$ cat src/logic/bdcr_defines.svh
// offsets, field positions, reset values and timing counts of the bridge config bank
`ifndef BDCR_DEFINES_SVH
`define BDCR_DEFINES_SVH

`define BDCR_ADDR_LOCK 6'h08
`define BDCR_ADDR_PIN_OVR 6'h09
`define BDCR_ADDR_CFG1 6'h0a
`define BDCR_ADDR_CFG2 6'h0b
`define BDCR_ADDR_CFG3 6'h0c
`define BDCR_ADDR_CFG4 6'h0d

`define BDCR_RST_CFG1 8'h10
`define BDCR_RST_CFG2 8'h00
`define BDCR_RST_CFG3 8'h40
`define BDCR_RST_CFG4 8'h04
`define BDCR_RST_LOCK 8'h09
`define BDCR_RST_PIN_OVR 8'h0c

`define BDCR_MASK_CFG1 8'hff
`define BDCR_MASK_CFG2 8'he7
`define BDCR_MASK_CFG3 8'hdf
`define BDCR_MASK_CFG4 8'hdf
`define BDCR_MASK_LOCK 8'h1b
`define BDCR_MASK_PIN_OVR 8'h0f

`define BDCR_CODE_UNLOCK_OR_LOCK 2'h2
`define BDCR_CFG_LOCK_LSB 0
`define BDCR_PIN_LOCK_LSB 3

`define BDCR_OLA_EN_BIT 7
`define BDCR_OV_SEL_LSB 5
`define BDCR_SPREAD_SPECTRUM_DISABLE_BIT 4
`define BDCR_OVERCURRENT_RETRY_BIT 3
`define BDCR_OVERTEMP_RETRY_BIT 2
`define BDCR_OV_RETRY_BIT 1
`define BDCR_OPEN_LOAD_RETRY_BIT 0
`define BDCR_PWM_EXT_BIT 7
`define BDCR_LOAD_LSB 5
`define BDCR_CURRENT_TRIP_LSB 0
`define BDCR_REGULATION_OFF_TIME_LSB 6
`define BDCR_SR_LSB 2
`define BDCR_MODE_LSB 0
`define BDCR_TOCP_LSB 6
`define BDCR_OVERCURRENT_THRESHOLD_SELECT_LSB 3
`define BDCR_SHUT_SEL_BIT 2
`define BDCR_IN1_SEL_BIT 1
`define BDCR_IN2_SEL_BIT 0
`define BDCR_OVR_SHUT_BIT 3
`define BDCR_OVR_IN1_BIT 1
`define BDCR_OVR_IN2_BIT 0

`define BDCR_LOAD_LOW_SIDE 2'h1
`define BDCR_EXT_LOGIC_RAIL 1'b1

`define BDCR_CLK_MHZ 20
`define BDCR_REGULATION_OFF_TIME_US_0 20
`define BDCR_REGULATION_OFF_TIME_US_1 30
`define BDCR_REGULATION_OFF_TIME_US_2 40
`define BDCR_REGULATION_OFF_TIME_US_3 50
`define BDCR_TOCP_NS_0 6000
`define BDCR_TOCP_NS_1 3000
`define BDCR_TOCP_NS_2 1500
`define BDCR_TOCP_NS_3 200
`define BDCR_US_CYC(us) ((us) * `BDCR_CLK_MHZ)
`define BDCR_NS_CYC(ns) (((ns) * `BDCR_CLK_MHZ) / 1000)

`define BDCR_PCT_100 7'h64
`define BDCR_PCT_75 7'h4b
`define BDCR_PCT_50 7'h32

`endif

$ cat src/logic/bdcr_pkg.sv
// types of the bridge driver configuration bank
package bdcr_pkg;

    typedef struct packed {
        logic wr;
        logic rd;
        logic [5:0] addr;
        logic [7:0] wdata;
    } bdcr_req_t;

    typedef enum logic [1:0] {
        BDCR_MODE_PHEN = 2'b00,
        BDCR_MODE_PWM = 2'b01,
        BDCR_MODE_INDEP = 2'b10,
        BDCR_MODE_RSVD = 2'b11
    } bdcr_mode_t;

    typedef struct packed {
        logic shutoff;
        logic in1;
        logic in2;
    } bdcr_pins_t;

endpackage

$ cat src/logic/bdcr_config_regs.sv
// configuration register bank of the motor-bridge driver
`timescale 1ns/1ps
`include "bdcr_defines.svh"

module bdcr_config_regs
    import bdcr_pkg::*;
(
    input wire logic i_clk,
    input wire logic i_rst_n,
    input wire bdcr_req_t i_req,
    input wire bdcr_pins_t i_pins,
    output logic [7:0] o_rdata,
    output logic o_open_load_active_enable,
    output logic [1:0] o_overvoltage_threshold_select,
    output logic o_overvoltage_monitor_enable,
    output logic o_spread_spectrum_enable,
    output logic o_overcurrent_retry,
    output logic o_overtemp_retry,
    output logic o_overvoltage_retry,
    output logic o_undervoltage_retry,
    output logic o_open_load_retry,
    output logic o_pwm_coast_extend,
    output logic [1:0] o_load_type_select,
    output logic [2:0] o_current_trip_level,
    output logic [10:0] o_regulation_off_time_cycles,
    output logic [2:0] o_slew_rate_select,
    output bdcr_mode_t o_bridge_mode,
    output logic [7:0] o_overcurrent_filter_cycles,
    output logic [6:0] o_overcurrent_threshold_pct,
    output logic o_cfg_locked,
    output logic o_pin_override_unlocked,
    output bdcr_pins_t o_pins_eff
);

    ////////////////////////////////////////////////////////////////////////////
    // pin combine and time tables

    function automatic logic combine(input logic sel, input logic pin, input logic reg_bit);
        combine = sel ? (pin & reg_bit) : (pin | reg_bit);
    endfunction

    localparam logic [10:0] REGULATION_OFF_TIME_C0 = 11'(`BDCR_US_CYC(`BDCR_REGULATION_OFF_TIME_US_0));
    localparam logic [10:0] REGULATION_OFF_TIME_C1 = 11'(`BDCR_US_CYC(`BDCR_REGULATION_OFF_TIME_US_1));
    localparam logic [10:0] REGULATION_OFF_TIME_C2 = 11'(`BDCR_US_CYC(`BDCR_REGULATION_OFF_TIME_US_2));
    localparam logic [10:0] REGULATION_OFF_TIME_C3 = 11'(`BDCR_US_CYC(`BDCR_REGULATION_OFF_TIME_US_3));
    localparam logic [7:0] TOCP_C0 = 8'(`BDCR_NS_CYC(`BDCR_TOCP_NS_0));
    localparam logic [7:0] TOCP_C1 = 8'(`BDCR_NS_CYC(`BDCR_TOCP_NS_1));
    localparam logic [7:0] TOCP_C2 = 8'(`BDCR_NS_CYC(`BDCR_TOCP_NS_2));
    localparam logic [7:0] TOCP_C3 = 8'(`BDCR_NS_CYC(`BDCR_TOCP_NS_3));

    ////////////////////////////////////////////////////////////////////////////
    // registers

    logic [7:0] cfg1_q;
    logic [7:0] cfg2_q;
    logic [7:0] cfg3_q;
    logic [7:0] cfg4_q;
    logic [7:0] lock_q;
    logic [7:0] ovr_q;
    bdcr_pins_t pins_s1_q;
    bdcr_pins_t pins_s2_q;

    wire logic [1:0] cfg_lock_code = lock_q[`BDCR_CFG_LOCK_LSB +: 2];
    wire logic [1:0] pin_lock_code = lock_q[`BDCR_PIN_LOCK_LSB +: 2];
    wire logic cfg_locked = (cfg_lock_code == `BDCR_CODE_UNLOCK_OR_LOCK);
    wire logic pin_unlocked = (pin_lock_code == `BDCR_CODE_UNLOCK_OR_LOCK);
    wire logic cfg_wr_ok = i_req.wr & ~cfg_locked;

    wire logic wr_cfg1 = cfg_wr_ok & (i_req.addr == `BDCR_ADDR_CFG1);
    wire logic wr_cfg2 = cfg_wr_ok & (i_req.addr == `BDCR_ADDR_CFG2);
    wire logic wr_cfg3 = cfg_wr_ok & (i_req.addr == `BDCR_ADDR_CFG3);
    wire logic wr_cfg4 = cfg_wr_ok & (i_req.addr == `BDCR_ADDR_CFG4);
    wire logic wr_lock = i_req.wr & (i_req.addr == `BDCR_ADDR_LOCK);
    wire logic wr_ovr = i_req.wr & (i_req.addr == `BDCR_ADDR_PIN_OVR);

    wire logic [7:0] cfg1_d = wr_cfg1 ? (i_req.wdata & `BDCR_MASK_CFG1) : cfg1_q;
    wire logic [7:0] cfg2_d = wr_cfg2 ? (i_req.wdata & `BDCR_MASK_CFG2) : cfg2_q;
    wire logic [7:0] cfg3_d = wr_cfg3 ? (i_req.wdata & `BDCR_MASK_CFG3) : cfg3_q;
    wire logic [7:0] cfg4_d = wr_cfg4 ? (i_req.wdata & `BDCR_MASK_CFG4) : cfg4_q;
    wire logic [7:0] lock_d = wr_lock ? (i_req.wdata & `BDCR_MASK_LOCK) : lock_q;
    wire logic [7:0] ovr_d = wr_ovr ? (i_req.wdata & `BDCR_MASK_PIN_OVR) : ovr_q;

    always_ff @(posedge i_clk or negedge i_rst_n)
    begin
        if (!i_rst_n)
        begin
            cfg1_q <= `BDCR_RST_CFG1;
            cfg2_q <= `BDCR_RST_CFG2;
            cfg3_q <= `BDCR_RST_CFG3;
            cfg4_q <= `BDCR_RST_CFG4;
            lock_q <= `BDCR_RST_LOCK;
            ovr_q <= `BDCR_RST_PIN_OVR;
        end
        else
        begin
            cfg1_q <= cfg1_d;
            cfg2_q <= cfg2_d;
            cfg3_q <= cfg3_d;
            cfg4_q <= cfg4_d;
            lock_q <= lock_d;
            ovr_q <= ovr_d;
        end
    end

    // pin synchroniser
    always_ff @(posedge i_clk or negedge i_rst_n)
    begin
        if (!i_rst_n)
        begin
            pins_s1_q <= '0;
            pins_s2_q <= '0;
        end
        else
        begin
            pins_s1_q <= i_pins;
            pins_s2_q <= pins_s1_q;
        end
    end

    ////////////////////////////////////////////////////////////////////////////
    // read mux and decoded settings

    logic [7:0] rdata_d;
    always_comb
    begin
        case (i_req.addr)
            `BDCR_ADDR_LOCK: rdata_d = lock_q;
            `BDCR_ADDR_PIN_OVR: rdata_d = ovr_q;
            `BDCR_ADDR_CFG1: rdata_d = cfg1_q;
            `BDCR_ADDR_CFG2: rdata_d = cfg2_q;
            `BDCR_ADDR_CFG3: rdata_d = cfg3_q;
            `BDCR_ADDR_CFG4: rdata_d = cfg4_q;
            default: rdata_d = 8'h00;
        endcase
    end

    wire bdcr_mode_t mode = bdcr_mode_t'(cfg3_q[`BDCR_MODE_LSB +: 2]);
    wire logic [1:0] load_type = cfg2_q[`BDCR_LOAD_LSB +: 2];
    wire logic ola_block = (mode == BDCR_MODE_INDEP) & (load_type == `BDCR_LOAD_LOW_SIDE);
    wire logic ola_en_d = cfg1_q[`BDCR_OLA_EN_BIT] & ~ola_block;
    wire logic [1:0] ov_sel = cfg1_q[`BDCR_OV_SEL_LSB +: 2];
    wire logic [1:0] regulation_off_time_sel = cfg3_q[`BDCR_REGULATION_OFF_TIME_LSB +: 2];
    wire logic [1:0] overcurrent_filter_select = cfg4_q[`BDCR_TOCP_LSB +: 2];
    wire logic [1:0] overcurrent_threshold_select = cfg4_q[`BDCR_OVERCURRENT_THRESHOLD_SELECT_LSB +: 2];

    wire logic [10:0] regulation_off_time_d = (regulation_off_time_sel == 2'h0) ? REGULATION_OFF_TIME_C0 :
                               (regulation_off_time_sel == 2'h1) ? REGULATION_OFF_TIME_C1 :
                               (regulation_off_time_sel == 2'h2) ? REGULATION_OFF_TIME_C2 : REGULATION_OFF_TIME_C3;
    wire logic [7:0] tocp_d = (overcurrent_filter_select == 2'h0) ? TOCP_C0 :
                              (overcurrent_filter_select == 2'h1) ? TOCP_C1 :
                              (overcurrent_filter_select == 2'h2) ? TOCP_C2 : TOCP_C3;
    wire logic [6:0] pct_d = (overcurrent_threshold_select == 2'h0) ? `BDCR_PCT_100 :
                             (overcurrent_threshold_select == 2'h2) ? `BDCR_PCT_75 : `BDCR_PCT_50;

    bdcr_pins_t pins_eff_d;
    assign pins_eff_d.shutoff = pin_unlocked ?
        combine(cfg4_q[`BDCR_SHUT_SEL_BIT], pins_s2_q.shutoff, ovr_q[`BDCR_OVR_SHUT_BIT]) :
        pins_s2_q.shutoff;
    assign pins_eff_d.in1 = pin_unlocked ?
        combine(cfg4_q[`BDCR_IN1_SEL_BIT], pins_s2_q.in1, ovr_q[`BDCR_OVR_IN1_BIT]) :
        pins_s2_q.in1;
    assign pins_eff_d.in2 = pin_unlocked ?
        combine(cfg4_q[`BDCR_IN2_SEL_BIT], pins_s2_q.in2, ovr_q[`BDCR_OVR_IN2_BIT]) :
        pins_s2_q.in2;

    ////////////////////////////////////////////////////////////////////////////
    // registered outputs

    always_ff @(posedge i_clk or negedge i_rst_n)
    begin
        if (!i_rst_n)
        begin
            o_rdata <= 8'h00;
            o_open_load_active_enable <= 1'b0;
            o_overvoltage_threshold_select <= 2'h0;
            o_overvoltage_monitor_enable <= 1'b1;
            o_spread_spectrum_enable <= 1'b0;
            o_overcurrent_retry <= 1'b0;
            o_overtemp_retry <= 1'b0;
            o_overvoltage_retry <= 1'b0;
            o_undervoltage_retry <= 1'b0;
            o_open_load_retry <= 1'b0;
            o_pwm_coast_extend <= 1'b0;
            o_load_type_select <= 2'h0;
            o_current_trip_level <= 3'h0;
            o_regulation_off_time_cycles <= REGULATION_OFF_TIME_C1;
            o_slew_rate_select <= 3'h0;
            o_bridge_mode <= BDCR_MODE_PHEN;
            o_overcurrent_filter_cycles <= TOCP_C0;
            o_overcurrent_threshold_pct <= `BDCR_PCT_100;
            o_cfg_locked <= 1'b0;
            o_pin_override_unlocked <= 1'b0;
            o_pins_eff <= '0;
        end
        else
        begin
            o_rdata <= i_req.rd ? rdata_d : 8'h00;
            o_open_load_active_enable <= ola_en_d;
            o_overvoltage_threshold_select <= ov_sel;
            o_overvoltage_monitor_enable <= (ov_sel != 2'h3);
            o_spread_spectrum_enable <= ~cfg1_q[`BDCR_SPREAD_SPECTRUM_DISABLE_BIT];
            o_overcurrent_retry <= cfg1_q[`BDCR_OVERCURRENT_RETRY_BIT];
            o_overtemp_retry <= cfg1_q[`BDCR_OVERTEMP_RETRY_BIT];
            o_overvoltage_retry <= cfg1_q[`BDCR_OV_RETRY_BIT];
            o_undervoltage_retry <= cfg1_q[`BDCR_OV_RETRY_BIT] & `BDCR_EXT_LOGIC_RAIL;
            o_open_load_retry <= cfg1_q[`BDCR_OPEN_LOAD_RETRY_BIT];
            o_pwm_coast_extend <= cfg2_q[`BDCR_PWM_EXT_BIT];
            o_load_type_select <= load_type;
            o_current_trip_level <= cfg2_q[`BDCR_CURRENT_TRIP_LSB +: 3];
            o_regulation_off_time_cycles <= regulation_off_time_d;
            o_slew_rate_select <= cfg3_q[`BDCR_SR_LSB +: 3];
            o_bridge_mode <= mode;
            o_overcurrent_filter_cycles <= tocp_d;
            o_overcurrent_threshold_pct <= pct_d;
            o_cfg_locked <= cfg_locked;
            o_pin_override_unlocked <= pin_unlocked;
            o_pins_eff <= pins_eff_d;
        end
    end

endmodule

$ cat config.mk
export PLATFORM = sky130hd
export DESIGN_NAME = bdcr_config_regs
export DESIGN_NICKNAME = d
export VERILOG_FILES = /design/src/logic/bdcr_pkg.sv /design/src/logic/bdcr_config_regs.sv
export VERILOG_INCLUDE_DIRS = /design/src /design/src/logic
export SDC_FILE = /design/constraint.sdc
export NUM_CORES = 1
export LEC_CHECK = 0
export BUFFER_PORTS_ARGS = -buffer_cell sky130_fd_sc_hd__buf_2
export CAP_MARGIN = 5
export CORE_ASPECT_RATIO = 2
export CORE_MARGIN = 4
export CORE_UTILIZATION = 53
export DETAILED_ROUTE_END_ITERATION = 10
export GPL_TIMING_DRIVEN = 0
export PLACE_DENSITY = 0.79
export REMOVE_ABC_BUFFERS = 1
export SLEW_MARGIN = 0
export SYNTH_ARGS = -nofsm -noshare
export SYNTH_HDL_FRONTEND = slang
export SYNTH_SLANG_ARGS = --single-unit
export TNS_END_PERCENT = 100
$ cat constraint.sdc
create_clock -name i_clk -period 1.8 [get_ports i_clk]
set_input_delay 0.18 -clock i_clk [delete_from_list [all_inputs] [get_ports i_clk]]
set_output_delay 0.18 -clock i_clk [all_outputs]
set_load 0.01 [all_outputs]
-- Word-level counts from Yosys, hierarchy flattened
Index checks and enable logic that the tools add are counted.
- register bits after elaboration: 99
- input bits: 21
- word-level logic and storage cells: 87
- eq/ne operators: 16
- multiplexer cells: 16
- bitwise operators: 18
- reduce and logical (&&, ||, !) cells: 3
- operators by type and width (operator ; number):
    $pmux 8 s6 ; 1
    $eq 6x4->1 const B ; 6
    $mux 7 ; 3
    $mux 8 ; 2
    $and 1x1->1 ; 12
    $eq 2x2->1 const B ; 6
    $mux 10 ; 1
    $mux 9 ; 1
    $eq 2x1->1 const B ; 3
    $logic_not 2->1 ; 3
    $mux 1 ; 6
    $mux 6 ; 1
    $mux 5 ; 1
    $not 1->1 ; 3
    $or 1x1->1 ; 3
    $ne 2x2->1 const B ; 1

-- Depth between registers and ports, before layout
Gate-level depths: netlist of run 1.
- depth in word-level cells: 4
- depth in mapped cells: 6

-- Least setup slack after synthesis of run 1
OpenSTA, ideal clock, no wires.
- path kind: reg2reg
- start: register lock_q[0]
- end: register cfg4_q[0]
- library setup time: 0.125 ns
- arrival: 1.409 ns
- slack: 0.266 ns
- stages on the path, launching flop included: 5
- clock period less this slack: 1.534 ns
- path through: dfstp_2 nand2b_1 nand3_1 nor2_2 mux2_2
- longest elaborated chain between the ends: 4
- ends and longest elaborated chain (item ; line ; text):
    start: declaration ; bdcr_config_regs.sv:58 ; logic [7:0] lock_q;
    start signal: assignment ; bdcr_config_regs.sv:91 ; lock_q <= `BDCR_RST_LOCK;
    start signal: assignment ; bdcr_config_regs.sv:100 ; lock_q <= lock_d;
    $eq 2x2->1 (no line) ; n/a ;
    $not 1->1 ; bdcr_config_regs.sv:67 ; wire logic cfg_wr_ok = i_req.wr & ~cfg_locked;
    $and 1x1->1 ; bdcr_config_regs.sv:67 ;
    $and 1x1->1 ; bdcr_config_regs.sv:72 ; wire logic wr_cfg4 = cfg_wr_ok & (i_req.addr == `BDCR_ADDR_CFG4);
    end signal: assignment ; bdcr_config_regs.sv:90 ; cfg4_q <= `BDCR_RST_CFG4;
    end signal: assignment ; bdcr_config_regs.sv:99 ; cfg4_q <= cfg4_d;
    end: declaration ; bdcr_config_regs.sv:57 ; logic [7:0] cfg4_q;
Every way passes these cells.
A chain may end at the register's enable or synchronous reset.

-- Worst setup path after layout of run 1
- start: register lock_q[0]
- end: register cfg3_q[7]
- longest elaborated chain between the ends: 4
- ends and longest elaborated chain (item ; line ; text):
    $eq 2x2->1 (no line) ; n/a ;
    $not 1->1 ; bdcr_config_regs.sv:67 ;
    $and 1x1->1 ; bdcr_config_regs.sv:67 ;
    $and 1x1->1 ; bdcr_config_regs.sv:71 ; wire logic wr_cfg3 = cfg_wr_ok & (i_req.addr == `BDCR_ADDR_CFG3);
    end signal: assignment ; bdcr_config_regs.sv:89 ; cfg3_q <= `BDCR_RST_CFG3;
    end signal: assignment ; bdcr_config_regs.sv:98 ; cfg3_q <= cfg3_d;
    end: declaration ; bdcr_config_regs.sv:56 ; logic [7:0] cfg3_q;
Every way passes these cells.

==> impl_results.md, run 1 <==
- Outcome: complete, no violations
- Critical path arrival: about 2000 ps
- Slew margin rel.: 0.644
- Power per cell area: 1180 nW/um^2
- Count of state elements after synthesis: 92
- Fraction of layout cells with a size suffix above 1: 0.498
- Post-synth cell types: 38
- WL per Instance: around 15 microns
- Maxcap violations: 0
- Most used DFF post-synth: dfrtp_1
- Detail Route Antenna Nets: 0
- Worst VDD drop: 0.000905 V
- Biggest area contributors in the synthesized netlist: dfrtp_1 (54%), dfstp_2 (13%), mux2_2 (12%), buf_4 (2.2%), mux2i_1 (2.0%)
- Async set-or-reset flop fraction in the synthesized netlist: 1.00
- Per-instance average area after synthesis: between 10 and 15 sq um
- Compound-cell area share of the yosys netlist: 0.0329
- Number of diodes added for antenna fixing: 0
- Depth of the CTS H-tree: 3
- FF-to-FF Start: lock_q[0]
- CP Launch Point: lock_q[0]
- Area added between synthesis and finish: 23.8%
- Number of buffers between clock root and the deepest sink: 2
- Overall track demand over capacity in global routing: 0.172
- Synth Cell Area: 3460 sq um
- Number of pins with negative max-slew slack in the final report: 0
- Number of global-route vias before repair: 1969
- Largest area contributor in the netlist: dfrtp_1
- Dominant combinational cell family by area after synthesis: multiplexers
- Std-Cell Rows: 41
- Insertion delay of the later-clocked pin in the worst-skew pair: 340 ps
- Chip height: 122 microns
- Actual transition at the worst max-transition pin: 534 ps
- Clock network fraction of design power: 0.389
- Final Instance Count excl. Fillers: 407
- Highest clock rate: 575 MHz
- Maximum number of pins on one net before global-route repair: 63
- Initial DRT Pass Iterations: 4
- Register share of total power: 0.490
- Share of total power consumed by net switching: 0.229
- Root Buffer: clkbuf_16
- Most repeated cell in the gate-level netlist after synthesis: dfrtp_1
- Final Hold Viols: 0
- Estimated wirelength of the detail-placed design: 4.48 mm
- Routed WL: 6.27 mm
- Post-layout min period: 1740 ps
- Total of buffers placed on input and output ports: 74
- Cell total after placement: 385
- Share of cell area taken by muxes after synthesis: 0.163
- Crit path max fanout: 4
- Final setup violation count: 0
- Area share of and/or/nand/nor cells after synthesis: 0.0744
- Global route total overflow: 0
- Num ports: around 80
- Overall via count from detail_route: around 2000
- Total Die Area: about 8000 sq um
- Worst clock skew on the final layout: 4.73 ps
- Setup crit end: cfg3_q[7]
- Wire length of the first global-routing pass: 9.78 mm
- Fraction of synthesized cell area taken by the top area cell type: 0.542
- Number of sinks handled by clock tree synthesis: 92
- Starting density of the core: 0.549
- Worst endpoint required time: ~2000 ps
- Psw: 1.16 mW
- Count of mapped cells out of synthesis: 233
- Synthesized-area fraction occupied by adder cells: 0.0145
- FF-to-FF End: cfg3_q[7]
- Reg clk slew, reported paths: 60 ps
- Count of flip-flops with a built-in enable after synthesis: 0
- Crit Path Category: flip-flop to flip-flop
- Class of the tightest hold or removal check: input pin to flip-flop
- Final net count: ~340
- Number of buffers created by CTS: 9
- TritonCTS clock tree: yes
- Horizontal extent of the die: 65.2 microns
- DRC marker count from the first detailed-route iteration: 52
- Leading cell types by count after synthesis: dfrtp_1 (75), mux2_2 (38), dfstp_2 (17), inv_1 (15), nor2_1 (11)
- Final clock period utilization by the worst path: 0.965
- Cell internal power dissipation: 3.90 mW
- Initial antenna violation count: 0
- Post-DR vias/cell: 4.92
- Type of element capturing the critical path: flip-flop
- Number of warning messages in the yosys log: 0
- Comb power frac: 0.121
- Post-route DRC violation count: 0
- Logic depth of the worst register-to-register path: 5
- Critical path startpoint category: flip-flop
- Post-route setup TNS: 0 ps
- Core Area: 6310 sq um
- Slack of the worst reg-to-reg path: 60 ps
- Share of the synthesized netlist area taken by xor and xnor gates: 0
- Leakage: 2.14 nW
- Register area share after synthesis: 0.671
- Final weighted congestion in routability-driven placement: 0.852
==> cells by family after synthesis <==
group,after synthesis
AO/OA/AOI/OAI,18
AND/OR/NAND/NOR,41
buffers and inverters,29
multiplexers,48
other,1
flip-flops,92
adder cells (fa/ha/maj),4
==> final cells by class <==
cell class              count  area, sq um
clock inverters             4         72.6
clock buffers              12          246
multi-input cells         117         1020
flip-flops and latches     92         2320
well taps                  86          108
fillers                   461         2020
inverters                  15         56.3
repair buffers             81          455
==> what timing repair did <==
| item | CTS | global route |
|---|---|---|
| setup endpoints to repair | 6 | 10 |
| resized for setup | 1 | 2 |
| hold endpoints to repair | 26 | 0 |
| hold buffers | 4 | 0 |
| pin swaps | 0 | 1 |
| buffers inserted | 0 | 2 |
==> layout by cell type, fill, tap and decap left out, types with 6 or more instances in the layout <==
cell and count:
inv_1 15, nor2_1 11, mux2_2 38, dfrtp_1 75, buf_2 73, nand2_1 6
dfstp_2 17, o21ai_0 6, conb_1 6, mux2i_1 7, clkbuf_16 9
==> power groups by stage <==
stage          Sequential (mW)  Clock, mW  Combinational [mW]
2_1_floorplan             2.58          0               0.241
6_report                  2.48       1.97               0.613
4_1_cts                   2.48       2.01               0.622
3_5_place_dp              2.52          0               0.610
3_3_place_gp              2.51          0               0.588
5_1_grt                   2.52       2.11               0.674
==> sequential cells by signal, summed over array words and instances (netlist names), 2 cells and up <==
register                        cells
o_rdata                             8
o_current_trip_level                3
o_regulation_off_time_cycles        6
lock_q                              4
cfg3_q                              7
cfg1_q                              8
o_pins_eff                          3
pins_s1_q                           3
ovr_q                               4
cfg4_q                              7
o_load_type_select                  2
o_bridge_mode                       2
cfg2_q                              6
pins_s2_q                           3
o_overcurrent_filter_cycles         5
o_slew_rate_select                  3
o_overvoltage_threshold_select      2
o_overcurrent_threshold_pct         6
==> metal layers <==
layer | up-vias | track usage | routed length (microns)
met2 | 64 | 0.288 | 3390
met3 | 11 | 0.0577 | 392
met5 | - | 0 | 0
met1 | 981 | 0.187 | 2320
met4 | 0 | 0.0987 | 173
li1 | 946 | - | -
==> how the worst min path moves through the flow <==
stage,to,start,cells after the start,slack [ps]
6_report,cfg1_q[5],i_req[5],2,100
5_1_grt,cfg1_q[5],i_req[5],2,90
4_1_cts,cfg1_q[5],i_req[5],2,90
3_5_place_dp,o_current_trip_level[0],i_rst_n,1,130
3_3_place_gp,pins_s1_q[1],i_pins[1],1,290
2_1_floorplan,cfg1_q[0],i_rst_n,0,-120
==> stage by stage <==
stage	hold WS [ps]	power (mW)	area [sq um]	util	setup WS, ps
6_report	98.0	5.06	4290	0.679	62.3
5_1_grt	94.7	5.30	4290	0.679	-15.6
2_1_floorplan	-116	2.82	3390	-	272
3_3_place_gp	287	3.10	3870	0.613	-139
3_5_place_dp	126	3.13	3900	0.618	-81.8
4_1_cts	86.5	5.12	4260	0.675	28.0
==> worst max-delay path: stages, from the launching register on <==
cell and delay (ps):
dfstp_2 540, nand2b_1 210, nand2_1 140, nor3_4 220, buf_4 180, mux2_2 330
Power figures use the tool's default switching activity.
==> run 2: changes to the inputs <==
--- a/config.mk
+++ b/config.mk
@@ -10,13 +10,13 @@
 export CAP_MARGIN = 5
 export CORE_ASPECT_RATIO = 2
 export CORE_MARGIN = 4
-export CORE_UTILIZATION = 53
+export CORE_UTILIZATION = 48
 export DETAILED_ROUTE_END_ITERATION = 10
 export GPL_TIMING_DRIVEN = 0
-export PLACE_DENSITY = 0.79
+export PLACE_DENSITY = 0.75
 export REMOVE_ABC_BUFFERS = 1
 export SLEW_MARGIN = 0
 export SYNTH_ARGS = -nofsm -noshare
 export SYNTH_HDL_FRONTEND = slang
 export SYNTH_SLANG_ARGS = --single-unit
-export TNS_END_PERCENT = 100
+export TNS_END_PERCENT = 50
==> constraint.sdc (replaced) <==
create_clock -name i_clk -period 1.4 [get_ports i_clk]
set_input_delay 0.14 -clock i_clk [delete_from_list [all_inputs] [get_ports i_clk]]
set_output_delay 0.14 -clock i_clk [all_outputs]
set_load 0.01 [all_outputs]
==> run 2 against run 1 <==
Against the previous run:
- the run now ends with setup timing left
- non-clock buffer count grew 5
- clock power grew 39%
- global-route usage up 0.68 points
- maximum frequency up 12%
- routed wire length increased by 12%
- cell count rose by 2.2%
- largest power group unchanged
- highest routed layer unchanged
==> impl_results.md, run 2 (synthesis results as in run 1) <==
- Power per cell area: 1520 nW/um^2 (+29%)
- Post-route setup TNS: -3380 ps (-3380 ps)
- TritonCTS clock tree: yes
- Crit path max fanout: 3 (-1)
- Number of buffers between clock root and the deepest sink: 2 (unchanged)
- Leakage: 2.23 nW (+4.2%)
- Starting density of the core: 0.495 (-0.0537)
- Slowest Stage Delay on Critical Path: 530 ps (about the same)
- Minimum hold slack: 64.7 ps (-33.3 ps)
- Number of buffers created by CTS: 9 (unchanged)
- Hold path startpoint: i_req[5]
- Number of stages on the worst setup path: 5 (unchanged)
- Root Buffer: clkbuf_16
- Total Die Area: 8720 sq um (+9.4%)
- Number of sinks handled by clock tree synthesis: 92 (unchanged)
- Reg clk slew, reported paths: 60 ps (about the same)
- Highest clock rate: 644 MHz (+12%)
- RSZ-0062 raised after global routing: true
- Logic depth of the worst register-to-register path: 5 (unchanged)
- Maximum number of pins on one net before global-route repair: 77 (+22%)
- Final net count: 346 (+1.5%)
- Slew margin rel.: 0.632 (-0.0121)
- Insertion delay of the later-clocked pin in the worst-skew pair: 340 ps (about the same)
- FF-to-FF End: cfg3_q[3]
- Slack of the worst reg-to-reg path: -150 ps (-210 ps)
- Post-route DRC violation count: 0 (unchanged)
- Estimated wirelength of the detail-placed design: 4.76 mm (+6.2%)
- Overall via count from detail_route: 2078 (+3.8%)
- Cell total after placement: 389 (+1.0%)
- Top Family by Delay on Critical Path: flip-flops
- Routed WL: 7.05 mm (+12%)
- Final clock period utilization by the worst path: 1.11 (+0.143)
- Fraction of layout cells with a size suffix above 1: 0.515 (+0.0169)
- Initial DRT Pass Iterations: 4 (unchanged)
- Std-Cell Rows: 43 (+4.9%)
- Detail Route Antenna Nets: 0 (unchanged)
- Class of the tightest hold or removal check: input pin to flip-flop
- Highest-count cells in the layout ignoring fill and taps: dfrtp_1 (75), buf_2 (73), mux2_4 (20)
- FF-to-FF Start: lock_q[0]
- Crit Path Category: flip-flop to flip-flop
- Number of pins with negative max-slew slack in the final report: 0 (unchanged)
- Hold path cells: 2 (unchanged)
- Maxcap violations: 0 (unchanged)
- Actual transition at the worst max-transition pin: 552 ps (+18.1 ps)
- Terminating pin of the worst hold path: cfg1_q[5]
- Final weighted congestion in routability-driven placement: 0.792 (-7.1%)
- Worst VDD drop: 0.000755 V (-17%)
- List of cells traversed by the critical path: nand2b_4 -> nand2_4 -> nor3_4 -> buf_4 -> mux2_4
- Critical path startpoint category: flip-flop
- Number of diodes added for antenna fixing: 0 (unchanged)
- Core Area: 6990 sq um (+11%)
- Buffers plus inverters on the worst setup path: 1 (unchanged)
- Biggest registers after layout: cfg1_q (8), o_rdata (8)
- Final Instance Count excl. Fillers: 416 (+2.2%)
- Chip height: 128 microns (+4.7%)
- Critical path arrival: 1770 ps (-190 ps)
- Worst endpoint required time: 1620 ps (-400 ps)
- Total of buffers placed on input and output ports: 74 (unchanged)
- Leading cell type in the layout, fill and taps excluded: dfrtp_1
- Minimum setup slack in the final design: -152 ps (-214 ps)
- Area added between synthesis and finish: 29.4%
- Overall track demand over capacity in global routing: 0.179 (+0.00680)
- Violations in the final reports: setup timing
- Post-layout min period: 1550 ps (-186 ps)
- Number of global-route vias before repair: 2166 (+10%)
- Worst Setup Slack post-DPL: -429 ps (-347 ps)
- Outcome: complete, but fails checks
- Slowest-stage cell, CP: dfstp_2
- Num ports: 81 (unchanged)
- Final setup violation count: 28 (+28)
- Depth of the CTS H-tree: 3 (unchanged)
- DRC marker count from the first detailed-route iteration: 73 (+40%)
- Post-DR vias/cell: 5.00 (+1.6%)
- Global route total overflow: 0 (unchanged)
- Worst clock skew on the final layout: 9.74 ps (+5.01 ps)
- Wire length of the first global-routing pass: 11.0 mm (+13%)
- Type of element capturing the critical path: flip-flop
- WL per Instance: 17.0 microns (+10%)
- Final Hold Viols: 0 (unchanged)
- Initial antenna violation count: 0 (unchanged)
- Horizontal extent of the die: 68.1 microns (+4.5%)
## run 2: repair_timing
| action | 4_1_cts | 5_1_grt |
|---|---|---|
| setup buffers | 6 | 1 |
| endpoints found under the setup margin | 28 | 28 |
| gates resized for setup | 24 | 6 |
| hold buffers | 4 | 0 |
| endpoints found under the hold margin | 19 | 0 |
| pin swaps | 3 | 3 |
## run 2: worst max path at each step
stage | startpoint | to | slack (ps)
after floorplan | lock_q[0] | cfg4_q[0] | -130
final | lock_q[0] | cfg3_q[3] | -150
after global placement | i_rst_n | o_overcurrent_filter_cycles[2] | -500
after CTS | lock_q[0] | cfg3_q[1] | -120
after global routing | lock_q[0] | cfg3_q[4] | -200
after detailed placement | lock_q[0] | cfg4_q[1] | -430
## run 2: final cells by class
cell class | count | area, sq um
fill | 531 | 2510
tap | 90 | 113
clock buffer | 11 | 243
clock inverter | 5 | 100
sequential | 92 | 2320
multi-input combinational | 117 | 1120
timing repair buffer | 86 | 526
inverter | 15 | 56.3
## run 2: report_power, final
part           switching, mW  internal (mW)  leakage (nW)
registers              0.174           3.03          1.15
logic                  0.434          0.434         0.907
clock network          0.958           1.79         0.169
total                   1.57           5.25          2.23
## run 2: stage by stage
stage                     cell area, sq um   util  power (mW)
final                                 4480  0.641        6.82
after global routing                  4480  0.641        7.09
after CTS                             4440  0.635        6.84
after detailed placement              3900  0.558        4.04
after global placement                3870  0.554        3.98
after floorplan                       3390      -        3.62
## run 2: layer usage
metal  share of wire  vias up  wire [microns]  GRT usage
li1                -      954               -          -
met1            0.35     1047            2480      0.191
met2            0.57       70            3990      0.305
met3           0.063        7             447     0.0614
met4           0.019        0             131     0.0844
met5               0        -               0          0
